$ cat config.mk
export PLATFORM = sky130hd
export DESIGN_NAME = dcad_decode
export DESIGN_NICKNAME = d
export VERILOG_FILES = /design/src/rtl/dcad_pkg.sv /design/src/rtl/dcad_edge.sv /design/src/rtl/dcad_decode.sv
export SDC_FILE = /design/constraint.sdc
export NUM_CORES = 1
export LEC_CHECK = 0
export BUFFER_PORTS_ARGS = -buffer_cell sky130_fd_sc_hd__buf_2
export CAP_MARGIN = 20
export CORE_ASPECT_RATIO = 1.75
export CORE_UTILIZATION = 30
export CTS_CLUSTER_DIAMETER = 150
export DETAILED_ROUTE_END_ITERATION = 10
export PLACE_DENSITY = 0.54
export REMOVE_ABC_BUFFERS = 1
export SYNTH_ARGS = -nofsm -noshare
export SYNTH_HDL_FRONTEND = slang
export SYNTH_HIERARCHICAL = 1
export SYNTH_SLANG_ARGS = --single-unit
export TNS_END_PERCENT = 100
$ cat constraint.sdc
create_clock -name clk_sys -period 3.46 [get_ports clk_sys]
set_input_delay 0.346 -clock clk_sys [delete_from_list [all_inputs] [get_ports clk_sys]]
set_output_delay 0.346 -clock clk_sys [all_outputs]
set_load 0.05 [all_outputs]
$ cat src/rtl/dcad_pkg.sv
package dcad_pkg;
  // Command code {cs_n, ras_n, cas_n, we_n}
  localparam logic [3:0] CMD_MRS = 4'h0;
  localparam logic [3:0] CMD_REF = 4'h1;
  localparam logic [3:0] CMD_PRE = 4'h2;
  localparam logic [3:0] CMD_ACT = 4'h3;
  localparam logic [3:0] CMD_WR = 4'h4;
  localparam logic [3:0] CMD_ZQC = 4'h6;
  localparam logic [3:0] CMD_RD = 4'h5;
  localparam logic [3:0] CMD_NOP = 4'h7;
  localparam int ADDR_W = 15;
  localparam int BANK_W = 3;
  localparam int DQ_W = 8;
  localparam int AP_BIT = 10;
  localparam int BC_BIT = 12;
  localparam int TDQS_BIT = 11;
  // Rtt_Nom field bits in MR1, Rtt_WR field in MR2
  localparam int RTT_NOM_B0 = 2;
  localparam int RTT_NOM_B1 = 6;
  localparam int RTT_NOM_B2 = 9;
  localparam int RTT_WR_LO = 9;
  localparam int RTT_WR_HI = 10;
  localparam logic [BANK_W-1:0] MR1_SEL = 3'h1;
  localparam logic [BANK_W-1:0] MR2_SEL = 3'h2;
  localparam logic [ADDR_W-1:0] MR_RST = 15'h0000;
  typedef enum logic [3:0] {
    DCAD_NOP, DCAD_DESEL, DCAD_MRS, DCAD_REF, DCAD_PRE, DCAD_PREA,
    DCAD_ACT, DCAD_WR, DCAD_RD, DCAD_ZQC
  } dcad_cmd_t;
endpackage

$ cat src/rtl/dcad_edge.sv
`timescale 1ns/1ps
// Two-flop synchroniser plus rising and falling edge detect
module dcad_edge (
  input wire logic clk_sys,
  input wire logic nrst,
  input wire logic din,
  output logic rise,
  output logic fall
);
  logic s1;
  logic s2;
  logic s3;
  always_ff @(posedge clk_sys) begin
    if (!nrst) begin
      s1 <= 1'b0;
      s2 <= 1'b0;
      s3 <= 1'b0;
    end else begin
      s1 <= din;
      s2 <= s1;
      s3 <= s2;
    end
  end
  assign rise = s2 & ~s3;
  assign fall = ~s2 & s3;
endmodule

$ cat src/rtl/dcad_decode.sv
`timescale 1ns/1ps
// Summary of operation
// - Commands are ignored whenever chip select is sampled high.
// - Chip select forms one bit of the command code.
// - Row, column strobe and write enable select the command, qualified by chip select.
// - Write beats with mask sampled high are not stored while MR1 A11 is clear.
// - Mask sampled on both strobe edges, one bit per beat.
// - MR1 bit A11 picks data mask or termination strobe function.
// - A11 set gives strobe termination on TDQS pair; clear gives mask.
// - Bank address picks the bank of activate, read, write, precharge.
// - Bank address picks the mode register during mode register set.
// - A10 on read or write requests auto precharge.
// - Precharge hits named bank with A10 low, all banks with A10 high.
// - A0 to A14 give row on activate, column on read or write.
// - Address inputs give the op-code during mode register set.
// - A12 high means full burst, low means chopped burst.
// - Termination turns on when its control input registers high.
// - Termination covers data, strobes, mask, and complement TDQS when enabled.
// - Termination input ignored when MR1 and MR2 both disable it.
module dcad_decode #(
  parameter int ADDR_W = dcad_pkg::ADDR_W,
  parameter int BANK_W = dcad_pkg::BANK_W,
  parameter int DQ_W = dcad_pkg::DQ_W
) (
  input wire logic clk_sys,
  input wire logic nrst,
  input wire logic ck,
  input wire logic cs_n,
  input wire logic ras_n,
  input wire logic cas_n,
  input wire logic we_n,
  input wire logic [BANK_W-1:0] bank_addr,
  input wire logic [ADDR_W-1:0] addr,
  input wire logic odt,
  input wire logic dqs,
  input wire logic dm,
  input wire logic [DQ_W-1:0] dq,
  input wire logic wr_burst,
  output dcad_pkg::dcad_cmd_t cmd,
  output logic cmd_valid,
  output logic [BANK_W-1:0] cmd_bank,
  output logic [ADDR_W-1:0] row_addr,
  output logic [ADDR_W-1:0] col_addr,
  output logic auto_pre,
  output logic full_burst,
  output logic pre_all,
  output logic [BANK_W-1:0] mr_sel,
  output logic [ADDR_W-1:0] mr_opcode,
  output logic mr_wr,
  output logic [ADDR_W-1:0] mr1,
  output logic [ADDR_W-1:0] mr2,
  output logic [DQ_W-1:0] wr_data,
  output logic wr_store,
  output logic wr_masked,
  output logic term_on,
  output logic term_dq,
  output logic term_dqs,
  output logic term_dm,
  output logic term_tdqs_n,
  output logic tdqs_mode
);
  logic ck_rise;
  logic ck_fall;
  logic dqs_rise;
  logic dqs_fall;
  // Pins synchronised; skew between pin synchronisers is the controller's to avoid
  logic cs1, cs2, ras1, ras2, cas1, cas2, we1, we2, odt1, odt2, dm1, dm2, wb1, wb2;
  logic [BANK_W-1:0] ba1, ba2;
  logic [ADDR_W-1:0] ad1, ad2;
  logic [DQ_W-1:0] dq1, dq2;
  logic [3:0] code;
  dcad_pkg::dcad_cmd_t next_cmd;
  logic rtt_nom_off;
  logic rtt_wr_off;

  dcad_edge u_ck (
    .clk_sys(clk_sys),
    .nrst(nrst),
    .din(ck),
    .rise(ck_rise),
    .fall(ck_fall)
  );

  dcad_edge u_dqs (
    .clk_sys(clk_sys),
    .nrst(nrst),
    .din(dqs),
    .rise(dqs_rise),
    .fall(dqs_fall)
  );

  always_ff @(posedge clk_sys) begin
    if (!nrst) begin
      {cs1, cs2} <= 2'h3;
      {ras1, ras2, cas1, cas2, we1, we2} <= 6'h3F;
      {odt1, odt2, dm1, dm2, wb1, wb2} <= 6'h00;
      ba1 <= '0;
      ba2 <= '0;
      ad1 <= '0;
      ad2 <= '0;
      dq1 <= '0;
      dq2 <= '0;
    end else begin
      cs1 <= cs_n;
      cs2 <= cs1;
      ras1 <= ras_n;
      ras2 <= ras1;
      cas1 <= cas_n;
      cas2 <= cas1;
      we1 <= we_n;
      we2 <= we1;
      odt1 <= odt;
      odt2 <= odt1;
      dm1 <= dm;
      dm2 <= dm1;
      wb1 <= wr_burst;
      wb2 <= wb1;
      ba1 <= bank_addr;
      ba2 <= ba1;
      ad1 <= addr;
      ad2 <= ad1;
      dq1 <= dq;
      dq2 <= dq1;
    end
  end

  // Chip select is the top code bit, so any high select decodes as deselect
  assign code = {cs2, ras2, cas2, we2};

  always_comb begin
    if (code[3]) begin
      next_cmd = dcad_pkg::DCAD_DESEL;
    end else begin
      unique case (code)
        dcad_pkg::CMD_MRS: next_cmd = dcad_pkg::DCAD_MRS;
        dcad_pkg::CMD_REF: next_cmd = dcad_pkg::DCAD_REF;
        dcad_pkg::CMD_PRE: next_cmd = ad2[dcad_pkg::AP_BIT] ? dcad_pkg::DCAD_PREA : dcad_pkg::DCAD_PRE;
        dcad_pkg::CMD_ACT: next_cmd = dcad_pkg::DCAD_ACT;
        dcad_pkg::CMD_WR: next_cmd = dcad_pkg::DCAD_WR;
        dcad_pkg::CMD_RD: next_cmd = dcad_pkg::DCAD_RD;
        dcad_pkg::CMD_ZQC: next_cmd = dcad_pkg::DCAD_ZQC;
        default: next_cmd = dcad_pkg::DCAD_NOP;
      endcase
    end
  end

  // Command and address captured only on the true clock rising edge
  always_ff @(posedge clk_sys) begin
    if (!nrst) begin
      cmd <= dcad_pkg::DCAD_NOP;
      cmd_valid <= 1'b0;
      cmd_bank <= '0;
      row_addr <= '0;
      col_addr <= '0;
      auto_pre <= 1'b0;
      full_burst <= 1'b1;
      pre_all <= 1'b0;
    end else begin
      cmd_valid <= 1'b0;
      if (ck_rise) begin
        cmd <= next_cmd;
        cmd_valid <= ~code[3];
        if (!code[3]) begin
          cmd_bank <= ba2;
          if (next_cmd == dcad_pkg::DCAD_ACT) begin
            row_addr <= ad2;
          end
          if (next_cmd == dcad_pkg::DCAD_RD || next_cmd == dcad_pkg::DCAD_WR) begin
            col_addr <= ad2;
            auto_pre <= ad2[dcad_pkg::AP_BIT];
            full_burst <= ad2[dcad_pkg::BC_BIT];
          end
          if (next_cmd == dcad_pkg::DCAD_PRE || next_cmd == dcad_pkg::DCAD_PREA) begin
            pre_all <= ad2[dcad_pkg::AP_BIT];
          end
        end
      end
    end
  end

  // Mode register load
  always_ff @(posedge clk_sys) begin
    if (!nrst) begin
      mr_sel <= '0;
      mr_opcode <= '0;
      mr_wr <= 1'b0;
      mr1 <= dcad_pkg::MR_RST;
      mr2 <= dcad_pkg::MR_RST;
    end else begin
      mr_wr <= 1'b0;
      if (ck_rise && next_cmd == dcad_pkg::DCAD_MRS) begin
        mr_sel <= ba2;
        mr_opcode <= ad2;
        mr_wr <= 1'b1;
        if (ba2 == dcad_pkg::MR1_SEL) begin
          mr1 <= ad2;
        end
        if (ba2 == dcad_pkg::MR2_SEL) begin
          mr2 <= ad2;
        end
      end
    end
  end

  assign rtt_nom_off = ~(mr1[dcad_pkg::RTT_NOM_B0] | mr1[dcad_pkg::RTT_NOM_B1] | mr1[dcad_pkg::RTT_NOM_B2]);
  assign rtt_wr_off = ~(mr2[dcad_pkg::RTT_WR_LO] | mr2[dcad_pkg::RTT_WR_HI]);

  // Termination enable, registered at the clock rise
  always_ff @(posedge clk_sys) begin
    if (!nrst) begin
      term_on <= 1'b0;
      term_dq <= 1'b0;
      term_dqs <= 1'b0;
      term_dm <= 1'b0;
      term_tdqs_n <= 1'b0;
      tdqs_mode <= 1'b0;
    end else begin
      tdqs_mode <= mr1[dcad_pkg::TDQS_BIT];
      if (rtt_nom_off && rtt_wr_off) begin
        term_on <= 1'b0;
        term_dq <= 1'b0;
        term_dqs <= 1'b0;
        term_dm <= 1'b0;
        term_tdqs_n <= 1'b0;
      end else begin
        if (ck_rise) begin
          term_on <= odt2;
          term_dq <= odt2;
          term_dqs <= odt2;
          term_dm <= odt2;
        end
        // Follows the mode bit every cycle, so a mode change never leaves a stale pin setting
        term_tdqs_n <= (ck_rise ? odt2 : term_on) & mr1[dcad_pkg::TDQS_BIT];
      end
    end
  end

  // Write beats: one mask sample per strobe edge
  always_ff @(posedge clk_sys) begin
    if (!nrst) begin
      wr_data <= '0;
      wr_store <= 1'b0;
      wr_masked <= 1'b0;
    end else begin
      wr_store <= 1'b0;
      wr_masked <= 1'b0;
      if (wb2 && (dqs_rise || dqs_fall)) begin
        wr_data <= dq2;
        // In termination strobe mode the pin is no mask, so every beat is kept
        if (dm2 && !mr1[dcad_pkg::TDQS_BIT]) begin
          wr_masked <= 1'b1;
        end else begin
          wr_store <= 1'b1;
        end
      end
    end
  end
endmodule

==> summary.txt, run 1 <==
GRT
  – Largest net degree at the start of global routing: between 100 and 150
  – Vias in the first global route: 4000
  – Grt total ovfl: 0
  – Initial antenna violation count: 0
  – First-pass GRT wire length: 21600 um
  – Overall Global Routing Usage: ~15%

Worst hold path
  – Hold/Removal Path Class: input port to flip-flop

STA
  – Worst slew pin tran: 0.916 ns
  – Clk_skew: about 0.014 ns
  – Post-Route Setup TNS: 0 ns
  – Crit share post-route: 63.3%
  – F_max: 457 MHz
  – Post-layout minimum cycle time: between 2 and 2.5 ns
  – Hold Vio Cnt, Final: 0
  – RSZ-0062 raised after global routing: false
  – Max Slew Vio Count: 0
  – Worst slew margin: between 30 and 40%
  – # setup viols final: 0

Placement
  – Detailed Place HPWL: 9750 um
  – Final GP Congestion: 0.750
  – PortBufs: ~140

CTS
  – Clock Latency Late Sink: 0.43 ns
  – Post_cts resized: 0
  – Clock sinks: ~180
  – Root Driver: clkbuf_16
  – Clock-pin slew on the worst setup and hold paths: about 0.070 ns
  – TritonCTS buffer count: 17
  – Max clock buf depth: 2
  – CTS H-Tree Depth: 4
  – CTS tree: done
  – CTS hold repair buffers: 0
  – Post-CTS Setup Inserts: 0

Critical path
  – CP Class: flip-flop to flip-flop
  – CP Capture Type: flip-flop
  – R2r setup slk: about 1.3 ns
  – Worst Path Required: about 3.8 ns
  – Worst Path Arrival: 2.49 ns
  – Slowest cell on crit path: nor2b_1
  – Max incr delay on CP: 0.48 ns
  – Crit-path cells: nor2b_1 > buf_4 > nor2b_1 > nand4b_2 > buf_4 > mux2i_1
  – Crit start category: flip-flop
  – CP Max Fanout: 10

Layout
  – Final Util: about two fifths
  – Antenna cells: 0
  – Share of layout cells above drive strength 1: about 28%
  – Footprint of the multi-input gates: 2020 um2
  – Filler cells: ~1900
  – FF/Latch Area: 3500 um2
  – Final Net Count: between 700 and 800
  – Syn-to-layout area delta: 27.4%

Route
  – Post-DR wirelength/cell: 15.1 um
  – First-pass DRT Iterations: 4
  – Total routed wirelength: approximately 14000 um
  – Antenna viol nets, final: 0
  – Vias/cell: around 4.3
  – Vias after detailed routing: around 4000
  – Initial DRC Count: 110
  – DRC Markers: 0

Yosys
  – Synthesized area: between 5000 and 6000 um2
  – Yosys synthesis warning count: 6
  – Mean Syn Cell Area: approximately 11 um2
  – Cells after Synth: roughly 530

Power
  – Leakage: ~0.0036 uW
  – PwrDens: around 600 nW/um2
  – Worst vdd ir: around 0.28 mV

Die
  – Io pins: 143
  – Initial Utilization: around 30%
  – Die Y-Extent: approximately 180 um
  – Core area: between 15000 and 20000 um2
  – Num rows: 66
  – Die Width: around 110 um
  – Die ar.: 19700 um2

Run
  – Max_cap viols: 0

Run status
  – Status: complete, no violations
==> stage by stage <==
stage	worst slack (ns)	hold WS (ns)	cells	total power (uW)	area (um2)
2_1_floorplan	1.35	0.386	497	2160	5540
3_3_place_gp	1.29	0.395	883	2230	6620
3_5_place_dp	1.26	0.408	883	2230	6620
4_1_cts	1.24	0.0883	914	4430	7290
5_1_grt	1.07	0.0981	914	4530	7290
6_report	1.27	0.105	914	4380	7290
==> final timing paths <==
check,start,endpoint,cells after the start
worst max register to register,u_ck/s2,mr1[3],6
worst min register to register,we1,we2,1
worst max-delay path,u_ck/s2,mr1[3],6
worst min-delay path,cas_n,cas1,2
==> metal layers <==
metal | part of all wire (%) | global-route usage (%)
met1 | 39 | 15.5
met2 | 55 | 27.7
met3 | 3.6 | 2.83
met4 | 1.6 | 6.39
met5 | 0 | 0
==> flip-flops by register name (all words and copies together) (netlist names), 4 cells and up <==
signal     cells
mr2           15
col_addr      15
row_addr      15
ad1           15
dq1            8
cmd            4
ad2           15
mr_opcode     15
mr1           15
wr_data        8
dq2            8
==> critical path: cells and delay by family (launching register included) <==
family / cells / cell delay, ns
flops: 1 / 0.31
mux: 1 / 0.13
buf+inv: 2 / 0.53
simple gates: 3 / 1.09
==> where the power goes <==
part / switching (uW) / internal (uW) / leakage (uW)
logic: 65.0 / 45.7 / 0.00189
registers: 15.8 / 2050 / 0.00143
clock network: 830 / 1370 / 0.000327
==> cells in the final DEF, fill, tap and decap left out, drive strengths merged, types with 2 or more instances in the layout <==
cell	instances
buf	148
inv	11
nand4b	3
nand2	88
a21oi	9
nand3	16
bufinv	6
nor2b	4
clkbuf	17
or4	2
and2	64
nand2b	11
nor2	14
mux2i	73
o21ai	21
dfxtp	175
==> layout make-up <==
cell class,count,area share (%)
clock buffers,17,5.83
repair buffers,148,10.6
clock inverters,14,3.45
inverters,5,0.257
well taps,238,4.08
multi-input cells,317,27.8
flip-flops and latches,175,48.0
No activity file was read; power rests on OpenSTA's default activity.
==> inputs of run 2 (changes only) <==
Settings changed: PLACE_DENSITY 0.54 to 0.56.
Clock period 3.46 ns to 1.8 ns, I/O delays scaled along.
==> summary.txt, run 2 (synthesized netlist as in run 1, its figures left out) <==
STA
  – Post-Route Setup TNS: 0 ns
  – F_max: 598 MHz
  – Clk_skew: about 0.014 ns
  – Worst slew margin: a little over two thirds
  – Hold Vio Cnt, Final: 0
  – Post-layout minimum cycle time: between 1.5 and 2 ns
  – Crit share post-route: just over 90%
  – # setup viols final: 0
  – RSZ-0062 raised after global routing: false
  – Max Slew Vio Count: 0
  – Worst slew pin tran: ~0.44 ns

Die
  – Die Y-Extent: 185 um
  – Io pins: ~140
  – Die ar.: a little under 20000 um2
  – Core area: about 19000 um2
  – Die Width: roughly 110 um
  – Initial Utilization: between 30% and 40%
  – Num rows: 66

Route
  – Antenna viol nets, final: 0
  – DRC Markers: 0
  – Vias after detailed routing: just over 4000
  – Total routed wirelength: around 14000 um
  – Initial DRC Count: ~140
  – Post-DR wirelength/cell: approximately 14 um
  – First-pass DRT Iterations: 4
  – Vias/cell: 4.32

Layout
  – Filler cells: 1890
  – Syn-to-layout area delta: 32.6%
  – Final Net Count: approximately 750
  – Share of layout cells above drive strength 1: between 20 and 30%
  – Antenna cells: 0
  – Most common cell after layout, fill and taps aside: dfxtp_1
  – Post-route cell area: 7590 um2
  – Non-Filler Instances: roughly 960
  – Commonest non-fill, non-tap cells in the layout: dfxtp_1, buf_2, nand2_1

GRT
  – Initial antenna violation count: 0
  – Overall Global Routing Usage: approximately 15%
  – Vias in the first global route: 4150
  – Largest net degree at the start of global routing: 88
  – Grt total ovfl: 0
  – First-pass GRT wire length: 21600 um

CTS
  – Post_cts resized: 0
  – CTS H-Tree Depth: 4
  – Root Driver: clkbuf_16
  – Clock Latency Late Sink: about 0.42 ns
  – TritonCTS buffer count: 17
  – Clock-pin slew on the worst setup and hold paths: around 0.070 ns
  – Post-CTS Setup Inserts: 0
  – Max clock buf depth: 2
  – CTS hold repair buffers: 34
  – CTS tree: done
  – Clock sinks: 175

Run
  – Max_cap viols: 0

Power
  – PwrDens: about 1000 nW/um2
  – Total power: 7640 uW
  – Worst vdd ir: about 0.58 mV
  – Leakage: 0.00376 uW

Placement
  – Detailed Place HPWL: slightly below 10000 um
  – Final GP Congestion: 0.705
  – Placed Instances: 894
  – PortBufs: around 140
  – Placed instance area: 6710 um2

Critical path
  – Worst Path Required: about 2.1 ns
  – Crit start category: flip-flop
  – Slowest cell on crit path: or4_4
  – Max incr delay on CP: about 0.63 ns
  – CP Max Fanout: 19
  – CP Capture Type: flip-flop
  – Crit-path cells: nor2b_1 > buf_4 > nand2b_2 > or4_4 > mux2i_1
  – Worst Path Arrival: between 1.5 and 2 ns
  – CP Class: flip-flop to flip-flop

Worst hold path
  – Hold/Removal Path Class: input port to flip-flop

Run status
  – Status: complete, no violations
==> run 2: path summary, 6_finish.rpt <==
path         depth (start not counted)  startpoint            end  slack [ns]
max reg2reg                          5     u_ck/s2  mr_opcode[12]        0.13
max                                  5     u_ck/s2  mr_opcode[12]        0.13
min reg2reg                          1         cs1            cs2        0.41
min                                  2          ck        u_ck/s1        0.03
==> run 2: power by group <==
group / switching [uW] / internal (uW)
Combinational: 135 / 142
Sequential: 31.8 / 3950
Clock: 1540 / 1840
Total: 1710 / 5930
==> run 2: per-stage QoR <==
step	utilization, %	worst slack, ns	hold WS (ns)
6_report	40.7	0.128	0.0271
5_1_grt	40.7	0.0569	0.0239
4_1_cts	40.7	0.110	0.0137
3_5_place_dp	36.0	0.127	0.370
3_3_place_gp	36.0	0.128	0.359
2_1_floorplan	-	-0.311	0.253
==> run 2: area by class of cell <==
class / instances / area [um2] / area share, %
Sequential cell: 175 / 3500 / 46.2
Multi-Input combinational cell: 317 / 2020 / 26.7
Timing Repair Buffer: 193 / 1210 / 15.9
Clock buffer: 19 / 453 / 5.97
Tap cell: 238 / 298 / 3.92
Clock inverter: 11 / 86.3 / 1.14
Inverter: 5 / 18.8 / 0.247
==> run 2: critical path, delay by kind of cell (launching register included) <==
| kind | cells | cell delay [ns] |
|---|---|---|
| multiplexers | 1 | 0.18 |
| AND/OR/NAND/NOR | 3 | 0.89 |
| buffers and inverters | 1 | 0.15 |
| flip-flops | 1 | 0.32 |
==> run 2: metal layers <==
layer	wire (um)	track usage [%]
met4	234	6.72
met3	553	3.11
met5	0	0
met1	5320	15.2
met2	7430	27.2
==> inputs of run 3 (changes only) <==
Settings changed: PLACE_DENSITY 0.56 to 0.54.
Clock period 1.8 ns to 1.68 ns, I/O delays scaled along.
==> summary.txt, run 3 (synthesized netlist as in run 1, its figures left out) <==
Run status
  – Status: complete, no violations

Layout
  – Filler cells: roughly 1900
  – Non-Filler Instances: 971
  – FF/Latch Area: about 3500 um2
  – Syn-to-layout area delta: 35.1%
  – Final Net Count: between 700 and 800
  – Commonest non-fill, non-tap cells in the layout: dfxtp_1, buf_2, nand2_1
  – Footprint of the multi-input gates: 2030 um2
  – Final Util: 41.4%
  – Most common cell after layout, fill and taps aside: dfxtp_1
  – Share of layout cells above drive strength 1: between 20% and 30%
  – Antenna cells: 0

Power
  – Logic pwr share: about 3.8%
  – Pint: about 6500 uW
  – Sequential Power Share: between 50 and 60%
  – Leakage: 0.00383 uW
  – Worst vdd ir: 0.547 mV
  – Total power: 8350 uW
  – Clock power share: a little under half
  – PwrDens: between 1000 and 1500 nW/um2
  – Switching share of power: about 22%
  – Switching pwr: 1860 uW

CTS
  – TritonCTS buffer count: 17
  – Clock Latency Late Sink: ~0.42 ns
  – CTS tree: done
  – Clock sinks: around 180
  – Max clock buf depth: 2
  – CTS H-Tree Depth: 4
  – Clock-pin slew on the worst setup and hold paths: roughly 0.070 ns
  – Root Driver: clkbuf_16

Route
  – Total routed wirelength: 14000 um
  – Post-DR wirelength/cell: approximately 14 um
  – Antenna viol nets, final: 0
  – Initial DRC Count: 100
  – Vias after detailed routing: about 4200
  – Vias/cell: approximately 4.3
  – DRC Markers: 0
  – First-pass DRT Iterations: 4

STA
  – Post-layout minimum cycle time: 1.62 ns
  – Clk_skew: between 0.01 and 0.015 ns
  – RSZ-0062 raised after global routing: false
  – Max Slew Vio Count: 0
  – Worst hold margin: ~0.13 ns
  – Hold Vio Cnt, Final: 0
  – Worst slew margin: 71.6%
  – # setup viols final: 0
  – F_max: slightly above 600 MHz
  – Crit share post-route: a little over nine tenths
  – Post-Route Setup TNS: 0 ns
  – Worst slew pin tran: 0.425 ns

Die
  – Die ar.: about 20000 um2
  – Die Width: 106 um
  – Num rows: between 60 and 70
  – Io pins: 143
  – Die Y-Extent: 185 um
  – Initial Utilization: about 31%
  – Core area: between 15000 and 20000 um2

GRT
  – Largest net degree at the start of global routing: 35
  – First-pass GRT wire length: around 22000 um
  – Initial antenna violation count: 0
  – Grt total ovfl: 0
  – Overall Global Routing Usage: about 15%
  – Vias in the first global route: 4248

Placement
  – Final GP Congestion: ~0.76
  – Placed Instances: between 900 and 1000
  – PortBufs: approximately 140
  – Detailed Place HPWL: 9970 um

Worst hold path
  – Hold/Removal Path Class: input port to flip-flop

Critical path
  – Max incr delay on CP: 0.58 ns
  – WP buf/inv: 1
  – CP Class: flip-flop to flip-flop
  – Crit start category: flip-flop
  – Worst Path Arrival: 1.92 ns
  – CP delay by family, top: simple AND/OR/NAND/NOR gates
  – Slowest cell on crit path: or4_4
  – CP Max Fanout: 10
  – Crit-path cells: nor2b_4 > nand2b_2 > or4_4 > buf_12 > mux2i_1
  – CP Capture Type: flip-flop
  – Worst Path Required: ~2.0 ns

Run
  – Max_cap viols: 0
==> run 3: cell types whose count changed in the layout (fill, tap and decap cells not counted) <==
cell / delta
buf_12: +2
buf_4: +8
bufinv_16: +1
clkbuf_1: +2
clkbuf_8: -1
clkinv_2: +1
dlygate4sd3_1: +1
inv_6: -1
nor2b_1: -1
nor2b_4: +1
==> run 3: area by class of cell <==
cell class                 instances  area share, %
timing repair buffer             204           17.0
clock inverter                    12           1.46
tap                              238           3.85
sequential                       175           45.3
multi-input combinational        317           26.3
inverter                           5          0.243
clock buffer                      20           5.78
==> run 3: worst paths after layout <==
check        slack (ns)     from             to  cells past startpoint
max reg2reg        0.06  u_ck/s2  mr_opcode[12]                      5
min reg2reg        0.41     ras1           ras2                      1
min                0.13     nrst         mr2[1]                      3
max                0.06  u_ck/s2  mr_opcode[12]                      5
==> run 3: worst register-to-register path: stages, from the launching register on <==
cell	delay, ns
dfxtp_1	0.35
nor2b_4	0.20
nand2b_2	0.08
or4_4	0.58
buf_12	0.18
mux2i_1	0.12
==> run 3: power by group through the flow <==
stage          Sequential (uW)  Clock, uW  Combinational [uW]
6_report                  4260       3770                 320
5_1_grt                   4270       4040                 352
4_1_cts                   4260       3860                 325
3_5_place_dp              4360          0                 261
3_3_place_gp              4350          0                 256
2_1_floorplan             4360          0                86.0
==> run 3: what timing repair did <==
item / in CTS / in global routing
setup endpoints to repair: 18 / 18
resized for setup: 1 / 1
hold buffers: 35 / 0
hold endpoints to repair: 35 / 0
buffers inserted: 2 / 0
pin swaps: 1 / 0
==> run 3: stage by stage <==
stage | setup slack [ns] | cell area, um2
2_1_floorplan | -0.431 | 5540
3_5_place_dp | -0.00140 | 6770
3_3_place_gp | 0.0650 | 6770
6_report | 0.0563 | 7730
5_1_grt | 0.0131 | 7730
4_1_cts | 0.00831 | 7720
==> run 3: metal layers <==
metal | vias to the layer above | global-route usage, % | wire length [um]
met3 | 17 | 3.85 | 652
li1 | 2109 | - | -
met1 | 1954 | 14.6 | 5420
met2 | 108 | 27.6 | 7590
met5 | - | 0 | 0
met4 | 0 | 6.83 | 308
